File: src/core/channel_diagnostic_reg_pkg.sv
// constants, field layouts and carrier types for the switch fault diagnostics block
// assumes a single 200 MHz clock and a simple one-cycle register port
package channel_diagnostic_reg_pkg;
	localparam int NUM_CH = 4;
	localparam int CLK_MHZ = 200;
	// register indices on the plain register port
	localparam logic [3:0] ADDR_TOP_CHANNEL_DIAGNOSTIC_REG = 4'h0;
	localparam logic [3:0] ADDR_CHANNEL_DIAGNOSTIC_REG_B21 = 4'h1;
	localparam logic [3:0] ADDR_CHANNEL_DIAGNOSTIC_REG_B43 = 4'h2;
	localparam logic [3:0] ADDR_STATUS = 4'h3;
	localparam logic [3:0] ADDR_CLEAR = 4'h4;
	localparam logic [3:0] ADDR_FAULT_MASK = 4'h5;
	localparam logic [3:0] ADDR_DEV_ADDR = 4'h6;
	// field positions
	localparam int LINK_ERR_BIT = 7;
	localparam int OC_HI_BIT = 7;
	localparam int OC_LO_BIT = 3;
	localparam int OL_HI_BIT = 4;
	localparam int OL_LO_BIT = 0;
	localparam int STATE_LSB = 4;
	// clear register layout: [3:0] over-current, [7:4] open-load; link error cleared from the top register
	localparam int CLR_OL_LSB = 4;
	localparam int CLR_LINK_BIT = 8;
	// fault mask layout: [0] over-current, [1] open-load, [2] link error
	localparam logic [7:0] FAULT_MASK_RST = 8'h05;
	localparam logic [7:0] RESET_ZERO = 8'h00;
	// link watchdog: silence longer than this is a loss of communication
	localparam int LINK_TIMEOUT_NS = 1000;
	localparam int LINK_TIMEOUT_CYC = (LINK_TIMEOUT_NS * CLK_MHZ) / 1000;
	localparam logic [7:0] LINK_CNT_ONE = 8'h01;
	localparam int DEV_ADDR_W = 5; // daisy chain of up to thirty-two

	typedef struct packed {
		logic [3:0] addr;
		logic [7:0] wdata;
		logic wr;
		logic rd;
	} reg_req_s;

	typedef struct packed {
		logic alive;      // heartbeat toggle from the switch side
		logic frame_err;  // framing or check error seen on the link
		logic sw_powered; // switch side supply good
	} link_in_s;
endpackage : channel_diagnostic_reg_pkg

File: src/core/switch_fault_diagnostics.sv
// fault flags, link watchdog, output gating and indicator pins of a four-channel switch
// assumes a synchronous one-clock system; analogue comparators arrive as pin levels
//
// The implementer's own choices: the register addresses and strobed register access.
`timescale 1ns/10ps
module switch_fault_diagnostics (
	input wire logic clk,
	input wire logic sys_rst,
	input wire logic [channel_diagnostic_reg_pkg::NUM_CH-1:0] parallel_channel_input,
	input wire logic [channel_diagnostic_reg_pkg::NUM_CH-1:0] overcurrent_sense,
	input wire logic [channel_diagnostic_reg_pkg::NUM_CH-1:0] open_load_sense,
	input wire channel_diagnostic_reg_pkg::link_in_s link_in,
	input wire channel_diagnostic_reg_pkg::reg_req_s reg_req,
	output logic [7:0] reg_rdata,
	output logic [channel_diagnostic_reg_pkg::NUM_CH-1:0] switch_drive,
	output logic [channel_diagnostic_reg_pkg::NUM_CH-1:0] channel_status_led_n_o,
	output logic [channel_diagnostic_reg_pkg::NUM_CH-1:0] channel_status_led_n_oe,
	output logic open_load_indicator_n_o,
	output logic open_load_indicator_n_oe,
	output logic fault_indicator_n_o,
	output logic fault_indicator_n_oe
);
	import channel_diagnostic_reg_pkg::*;

	// ==========================================================
	// input synchronisers
	// three stages per pin; a change counts when stages two and three agree
	logic [NUM_CH-1:0] pin_s1_q, pin_s2_q, pin_s3_q, cmd_q;
	logic [NUM_CH-1:0] oc_s1_q, oc_s2_q, oc_s3_q, oc_q;
	logic [NUM_CH-1:0] ol_s1_q, ol_s2_q, ol_s3_q, ol_q;
	logic [2:0] lk_s1_q, lk_s2_q, lk_s3_q, lk_q;

	// synchroniser stages, all pins in one place
	always_ff @(posedge clk) begin
		if (sys_rst) begin
			pin_s1_q <= '0;
			pin_s2_q <= '0;
			pin_s3_q <= '0;
			oc_s1_q <= '0;
			oc_s2_q <= '0;
			oc_s3_q <= '0;
			ol_s1_q <= '0;
			ol_s2_q <= '0;
			ol_s3_q <= '0;
			// link stages rest at the idle level: supply good, no error, heartbeat low,
			// so releasing reset does not look like a dead switch side
			lk_s1_q <= 3'h1;
			lk_s2_q <= 3'h1;
			lk_s3_q <= 3'h1;
		end else begin
			pin_s1_q <= parallel_channel_input; // dedicated one-way path
			pin_s2_q <= pin_s1_q;
			pin_s3_q <= pin_s2_q;
			oc_s1_q <= overcurrent_sense;
			oc_s2_q <= oc_s1_q;
			oc_s3_q <= oc_s2_q;
			ol_s1_q <= open_load_sense;
			ol_s2_q <= ol_s1_q;
			ol_s3_q <= ol_s2_q;
			lk_s1_q <= link_in;
			lk_s2_q <= lk_s1_q;
			lk_s3_q <= lk_s2_q;
		end
	end

	// agreement filter: take a bit only when stages two and three match
	function automatic logic [NUM_CH-1:0] agree4(input logic [NUM_CH-1:0] a,
			input logic [NUM_CH-1:0] b, input logic [NUM_CH-1:0] old);
		agree4 = (a & b) | (old & (a ^ b));
	endfunction : agree4

	always_ff @(posedge clk) begin
		if (sys_rst) begin
			cmd_q <= '0;
			oc_q <= '0;
			ol_q <= '0;
			lk_q <= 3'h1; // idle link level, see the synchroniser reset
		end else begin
			cmd_q <= agree4(pin_s2_q, pin_s3_q, cmd_q); // bit 0 is channel zero
			oc_q <= agree4(oc_s2_q, oc_s3_q, oc_q);
			ol_q <= agree4(ol_s2_q, ol_s3_q, ol_q);
			lk_q <= (lk_s2_q & lk_s3_q) | (lk_q & (lk_s2_q ^ lk_s3_q));
		end
	end

	// ==========================================================
	// register port
	logic [NUM_CH-1:0] oc_flag_q, ol_flag_q;
	logic link_err_q;
	logic [7:0] fault_mask_q;
	logic [DEV_ADDR_W-1:0] dev_addr_q;
	logic [7:0] clr_q;
	logic clr_link_q;
	logic [NUM_CH-1:0] state_q;

	// configuration writes; clear strobes last one cycle
	always_ff @(posedge clk) begin
		if (sys_rst) begin
			fault_mask_q <= FAULT_MASK_RST; // default sources
			dev_addr_q <= '0;
			clr_q <= RESET_ZERO;
			clr_link_q <= 1'b0;
		end else begin
			clr_q <= RESET_ZERO;
			clr_link_q <= 1'b0;
			if (reg_req.wr) begin
				case (reg_req.addr)
					ADDR_FAULT_MASK: fault_mask_q <= reg_req.wdata;
					ADDR_DEV_ADDR: dev_addr_q <= reg_req.wdata[DEV_ADDR_W-1:0];
					ADDR_CLEAR: clr_q <= reg_req.wdata;
					ADDR_TOP_CHANNEL_DIAGNOSTIC_REG: clr_link_q <= reg_req.wdata[LINK_ERR_BIT];
					default: ;
				endcase
			end
		end
	end

	// pack a channel pair into its diagnostic register layout
	function automatic logic [7:0] pair_reg(input logic oc_hi, input logic ol_hi,
			input logic oc_lo, input logic ol_lo);
		pair_reg = 8'h00;
		pair_reg[OC_HI_BIT] = oc_hi;
		pair_reg[OL_HI_BIT] = ol_hi;
		pair_reg[OC_LO_BIT] = oc_lo;
		pair_reg[OL_LO_BIT] = ol_lo;
	endfunction : pair_reg

	// read data stand the cycle after the strobe only; unmapped reads give zero
	always_ff @(posedge clk) begin
		if (sys_rst) begin
			reg_rdata <= RESET_ZERO;
		end else if (reg_req.rd) begin
			case (reg_req.addr)
				ADDR_TOP_CHANNEL_DIAGNOSTIC_REG: reg_rdata <= {link_err_q, 3'h0,
					oc_flag_q | ol_flag_q};
				ADDR_CHANNEL_DIAGNOSTIC_REG_B21: reg_rdata <= pair_reg(oc_flag_q[1], ol_flag_q[1],
					oc_flag_q[0], ol_flag_q[0]);
				ADDR_CHANNEL_DIAGNOSTIC_REG_B43: reg_rdata <= pair_reg(oc_flag_q[3], ol_flag_q[3],
					oc_flag_q[2], ol_flag_q[2]);
				ADDR_STATUS: reg_rdata <= {state_q, cmd_q};
				ADDR_FAULT_MASK: reg_rdata <= fault_mask_q;
				ADDR_DEV_ADDR: reg_rdata <= {3'h0, dev_addr_q};
				default: reg_rdata <= RESET_ZERO;
			endcase
		end else begin
			reg_rdata <= RESET_ZERO;
		end
	end

	// ==========================================================
	// link watchdog
	// the heartbeat must toggle within the timeout or the link counts as lost
	logic alive_d_q;
	logic [7:0] wd_cnt_q;
	logic link_bad;
	// carrier order is heartbeat, frame error, supply good: bit 0 is the supply level
	assign link_bad = lk_q[1] | ~lk_q[0] | (wd_cnt_q >= 8'(LINK_TIMEOUT_CYC));

	always_ff @(posedge clk) begin
		if (sys_rst) begin
			alive_d_q <= 1'b0;
			wd_cnt_q <= RESET_ZERO;
		end else begin
			alive_d_q <= lk_q[2];
			if (lk_q[2] != alive_d_q) begin
				wd_cnt_q <= RESET_ZERO; // link verified again
			end else if (wd_cnt_q < 8'(LINK_TIMEOUT_CYC)) begin
				wd_cnt_q <= wd_cnt_q + LINK_CNT_ONE;
			end
		end
	end

	// link error flag: set wins over clear, clear ignored while the cause holds
	// cleared from the top register only; the 8-bit clear register has no room for it,
	// and its bit 7 belongs to the channel three open-load clear
	always_ff @(posedge clk) begin
		if (sys_rst) begin
			link_err_q <= 1'b0;
		end else if (link_bad) begin
			link_err_q <= 1'b1; // error, silence or dead switch side
		end else if (clr_link_q) begin
			link_err_q <= 1'b0;
		end
	end

	// ==========================================================
	// channel flags
	always_ff @(posedge clk) begin
		if (sys_rst) begin
			oc_flag_q <= '0;
			ol_flag_q <= '0;
		end else begin
			// set only when commanded on; set wins over clear
			oc_flag_q <= (oc_flag_q & ~clr_q[NUM_CH-1:0]) | (oc_q & cmd_q);
			// set only when off; load above threshold reported high
			ol_flag_q <= (ol_flag_q & ~clr_q[CLR_OL_LSB +: NUM_CH]) | (ol_q & ~cmd_q);
		end
	end

	// ==========================================================
	// output gating and indicators
	// over-current flag and link error both force the channel off
	logic [NUM_CH-1:0] state_d;
	assign state_d = (link_err_q || link_bad) ? '0 : (cmd_q & ~oc_flag_q & ~oc_q);

	always_ff @(posedge clk) begin
		if (sys_rst) begin
			state_q <= '0;
			switch_drive <= '0;
			channel_status_led_n_o <= '0;
			channel_status_led_n_oe <= '0;
			open_load_indicator_n_o <= 1'b0;
			open_load_indicator_n_oe <= 1'b0;
			fault_indicator_n_o <= 1'b0;
			fault_indicator_n_oe <= 1'b0;
		end else begin
			state_q <= state_d;
			switch_drive <= state_d; // open-load flag does not touch this
			// leds follow the real output state, pulled low when on
			channel_status_led_n_o <= '0;
			channel_status_led_n_oe <= state_d;
			open_load_indicator_n_o <= 1'b0;
			open_load_indicator_n_oe <= |ol_flag_q;
			fault_indicator_n_o <= 1'b0;
			fault_indicator_n_oe <= (fault_mask_q[0] & |oc_flag_q)
				| (fault_mask_q[1] & |ol_flag_q) | (fault_mask_q[2] & link_err_q);
		end
	end
endmodule : switch_fault_diagnostics

File: config.mk
export PLATFORM = sky130hd
export DESIGN_NAME = switch_fault_diagnostics
export DESIGN_NICKNAME = d
export VERILOG_FILES = /design/src/core/channel_diagnostic_reg_pkg.sv /design/src/core/switch_fault_diagnostics.sv
export SDC_FILE = /design/constraint.sdc
export NUM_CORES = 1
export LEC_CHECK = 0
export ABC_AREA = 1
export BUFFER_PORTS_ARGS = -buffer_cell sky130_fd_sc_hd__buf_2
export CAP_MARGIN = 20
export CORE_ASPECT_RATIO = 0.8
export CORE_MARGIN = 5
export CORE_UTILIZATION = 62
export CTS_BUF_LIST = sky130_fd_sc_hd__clkbuf_2
export DETAILED_ROUTE_END_ITERATION = 6
export PLACE_DENSITY_LB_ADDON = 0.08
export SLEW_MARGIN = 15
export SYNTH_ARGS = -nofsm -noshare
export SYNTH_HDL_FRONTEND = slang
export SYNTH_SLANG_ARGS = --single-unit
File: constraint.sdc
create_clock -name clk -period 1.8 [get_ports clk]
set_input_delay 0.09 -clock clk [delete_from_list [all_inputs] [get_ports clk]]
set_output_delay 0.09 -clock clk [all_outputs]
set_load 0.01 [all_outputs]
==> flow_results.org <==
** Outcome
- The flow ran to the end, and the final reports show no timing, DRC or antenna violations.

** Worst setup path
- Kind of critical path :: input port to flip-flop
- The critical path contains buffers and inverters numbering 3 combined.
- The largest single stage delay on the critical path is 0.70 ns.
- Worst Path Required :: 2.32 ns
- In this design, the critical path's most frequently occurring cell is sky130_fd_sc_hd__dlygate4sd3_1.
- Worst Setup Start Kind :: input port
- The slowest stage of the critical path belongs to the cell sky130_fd_sc_hd__dlygate4sd3_1.
- The worst setup path is captured at a flip-flop.
- The kind of cell with the highest combined delay along the critical path is buffers and inverters.
- Data arrives at the worst endpoint at 2.20 ns.
- Worst-path fanout max :: 13
- Traced cell by cell, the critical path runs through dlygate4sd3_1, buf_2, nor2_4, nand3_4, dlygate4sd3_1, nand2_1, o211ai_2.

** Layout
- Of the cells placed in the final design, the portion with a size suffix greater than 1 is 0.164.
- Post-layout nets :: 670
- Growth of design area from synthesis to finish :: 24.2%
- N_diodes :: 0
- Measured on the finished design, the core utilization comes to 0.781.

** Logic synthesis
- The Yosys step of the flow raised 0 warnings.
- Area share of the largest cell type after synthesis :: 0.532
- Of the synthesized area, sequential elements account for 0.532.
- The synthesized design contains 114 register bits.
- Commonest cells in the synthesized netlist :: sky130_fd_sc_hd__dfxtp_1 (114), sky130_fd_sc_hd__nor2_1 (97), sky130_fd_sc_hd__inv_1 (89), sky130_fd_sc_hd__nand2_1 (44), sky130_fd_sc_hd__nand3_1 (36)
- Synth Flop Type :: sky130_fd_sc_hd__dfxtp_1
- Gate count of the mapped netlist :: 514
- Number of synthesized flops with an enable pin :: 0
- The biggest area contributor in the post-synthesis netlist is sky130_fd_sc_hd__dfxtp_1.
- Number of distinct standard cells referenced by the synthesized netlist :: 30
- Area contributors post-synth :: sky130_fd_sc_hd__dfxtp_1 (53%), sky130_fd_sc_hd__nor2_1 (8.5%), sky130_fd_sc_hd__inv_1 (7.8%)
- Each instance of the synthesized netlist takes up on average 8.34 um^2.
- Post-synthesis async set-or-reset flop share :: 0
- Mapped Area :: 4290 um^2
- The most common cell in the synthesized netlist is sky130_fd_sc_hd__dfxtp_1.

** Timing
- RSZ-0062 raised after global routing :: no
- Setup Viol. Count Final :: 0
- Layout Skew :: 0.0238 ns
- Sum of negative setup slack :: 0 ns
- Dividing the final minimum period by the clock period gives 0.932.
- Hold timing on the final database bottoms out at a slack of 0.151 ns.
- Timing would allow up to 596 MHz.
- Final hold vios :: 0
- The worst path in the final design needs a cycle of 1.68 ns, including I/O delays and setup.
- The final count of pins violating max slew came to 0.

** Clock tree
- Once the clock tree was built, the setup fixing pass inserted 0 buffers.
- CTS tree :: done
- Post_cts resized :: 0
- In this run the deepest clock path goes through 2 buffers.
- Clock Root Buffer :: sky130_fd_sc_hd__clkbuf_2
- Clock Sinks :: 114
- Clock buffers created by TritonCTS :: 17
- After clock tree synthesis, the clock-pin slew on the worst setup and hold paths is 0.17 ns.
- Source-to-sink clock delay at the later pin of the worst-skew pair :: 0.64 ns
- The H-tree was split into 4 levels.
- Hold repair after CTS inserted 59 buffers.

** Floorplan
- 55 I/O pins were placed.
- Core region area :: 6820 um^2
- Cell Rows :: 27
- Initial Utilization :: 0.629
- In this run the vertical extent of the chip is 84.4 um.
- Area of the die :: 8690 um^2
- DIE WIDTH :: 103 um

** Power
- IR analysis of the VDD net gives a maximum drop of 0.000693 V.
- Cell Int Power :: 0.00336 W
- Of the total power, the share spent switching nets is 0.249.
- After layout, the design draws a total of 0.00448 W.
- In this run the power spent charging and discharging nets is 0.00112 W.
- Power per Cell Area :: 841 nW/um^2
- Total leakage power :: 2.50 nW
- Of the total power, combinational logic draws 0.072.
- The share of total power dissipated in sequential elements is 0.582.
- The share of total power dissipated in the clock network is 0.346.

** Route
- Wire length reported by the detailed router :: 9.01 mm
- For this block, the initial DRC count from the detailed router was 206.
- Highest metal used :: met4
- Met2 routed WL :: 4.17 mm
- Total via count in the routed design :: 3545
- The first detailed-routing pass took 6 iterations.
- In the detailed route, the total length drawn on met3 is 684 um.
- In the final routed layout, each cell accounts on average for 12.5 um.
- Detailed-route vias per instance :: 4.91
- Sum of routed wire segments on met1 :: 4.03 mm
- Number of remaining DRC errors :: 0
- The count of nets left with antenna violations once routing finished came out at 0.

** GRT
- Antenna violations before repair :: 0
- The first global-routing pass estimated 15.1 mm of wire.
- All-layer global routing usage :: 0.220
- Global routing finished with a remaining overflow of 0.
- The via count of the first global-routing pass came to 3388.
- Largest net degree at the start of global routing :: 77

** Placed design
- Routability-driven placement finished with a final weighted congestion of 0.815.
- Post-detail-place hpwl :: 5.67 mm
- Buffers placed on the I/O ports in this run total 48.

** Hold path
- The worst hold path belongs to the class input port to flip-flop.

** Flow run
- The tool flagged a number of max-cap violations equal to 0.
==> cell families after synthesis <==
kind of cell	Yosys count	synth area share
simple gates	198	0.208
buf+inv	118	0.119
flops	114	0.532
compound gates	66	0.0907
fa+ha+maj	17	0.0496
other cells	1	0.000874
==> power groups by stage <==
stage	sequential [W]	clock, W	combinational (W)
after global placement	0.00266	0	0.000232
after floorplan	0.00266	0	0.000168
final	0.00261	0.00155	0.000321
after detailed placement	0.00266	0	0.000235
after CTS	0.00261	0.00158	0.000317
after global routing	0.00262	0.00171	0.000361
==> tightest hold or removal path: cells and delay by family <==
| family | cells | cell delay, ns |
|---|---|---|
| buffers and inverters | 2 | 0.61 |
| AND/OR/NAND/NOR | 1 | 0.08 |
==> sequential cells by signal, summed over array words and instances (netlist names), 5 cells and up <==
signal	count
reg_rdata	8
fault_mask_q	8
wd_cnt_q	8
clr_q	8
dev_addr_q	5
==> layer usage <==
metal,GRT usage,vias to the layer above
li1,-,1806
met1,0.282,1592
met2,0.352,127
met3,0.0698,20
met4,0.0671,0
met5,0,-
==> placed cells by master, fill, tap and decap left out <==
master                          count
sky130_fd_sc_hd__clkinv_4           1
sky130_fd_sc_hd__o21ai_2            2
sky130_fd_sc_hd__or2_2              3
sky130_fd_sc_hd__nand2_2            2
sky130_fd_sc_hd__a2bb2oi_1          4
sky130_fd_sc_hd__clkinv_2           5
sky130_fd_sc_hd__a21oi_1           33
sky130_fd_sc_hd__inv_2              5
sky130_fd_sc_hd__dlygate4sd3_1     59
sky130_fd_sc_hd__nand3_1           36
sky130_fd_sc_hd__a31oi_1            2
sky130_fd_sc_hd__o22ai_1            4
sky130_fd_sc_hd__bufinv_16          2
sky130_fd_sc_hd__o211ai_2           1
sky130_fd_sc_hd__o21a_1             1
sky130_fd_sc_hd__nand4_4            1
sky130_fd_sc_hd__buf_12             1
sky130_fd_sc_hd__nand3b_1           1
sky130_fd_sc_hd__o21ai_1            3
sky130_fd_sc_hd__nand4_1            2
sky130_fd_sc_hd__nand3_4            2
sky130_fd_sc_hd__nor2_4             4
sky130_fd_sc_hd__nand2_1           44
sky130_fd_sc_hd__a21oi_2            5
sky130_fd_sc_hd__ha_1              17
sky130_fd_sc_hd__clkinv_1           2
sky130_fd_sc_hd__buf_2             48
sky130_fd_sc_hd__o21ai_0           11
sky130_fd_sc_hd__dfxtp_1          114
sky130_fd_sc_hd__conb_1             6
sky130_fd_sc_hd__nor3_1             6
sky130_fd_sc_hd__nor2_1            97
sky130_fd_sc_hd__clkinvlp_4         2
sky130_fd_sc_hd__inv_1             89
sky130_fd_sc_hd__clkbuf_2          20
==> cell type report <==
cell class              instances  area [um^2]
well taps                      87          109
fillers                       485         1500
flip-flops and latches        114         2280
inverters                      94          353
clock inverters                12          116
clock buffers                  20          100
repair buffers                108          851
multi-input cells             287         1520
==> metrics by stage <==
stage	area [um^2]	worst slack, ns	cells
after global placement	4520	0.538	631
after global routing	5330	0.0624	722
final	5330	0.122	722
after detailed placement	4520	0.483	631
after floorplan	4310	0.767	519
after CTS	5330	0.183	722
==> path summary, 6_finish.rpt <==
kind | cells past startpoint | to | slack (ns) | start
worst min-delay path | 3 | lk_s1_q[0] | 0.15 | link_in[0]
worst max-delay path | 7 | fault_mask_q[0] | 0.12 | reg_req[13]
worst min register to register | 2 | pin_s2_q[3] | 0.41 | pin_s1_q[3]
worst max register to register | 5 | state_q[0] | 0.42 | wd_cnt_q[3]
Power figures use the tool's default switching activity.
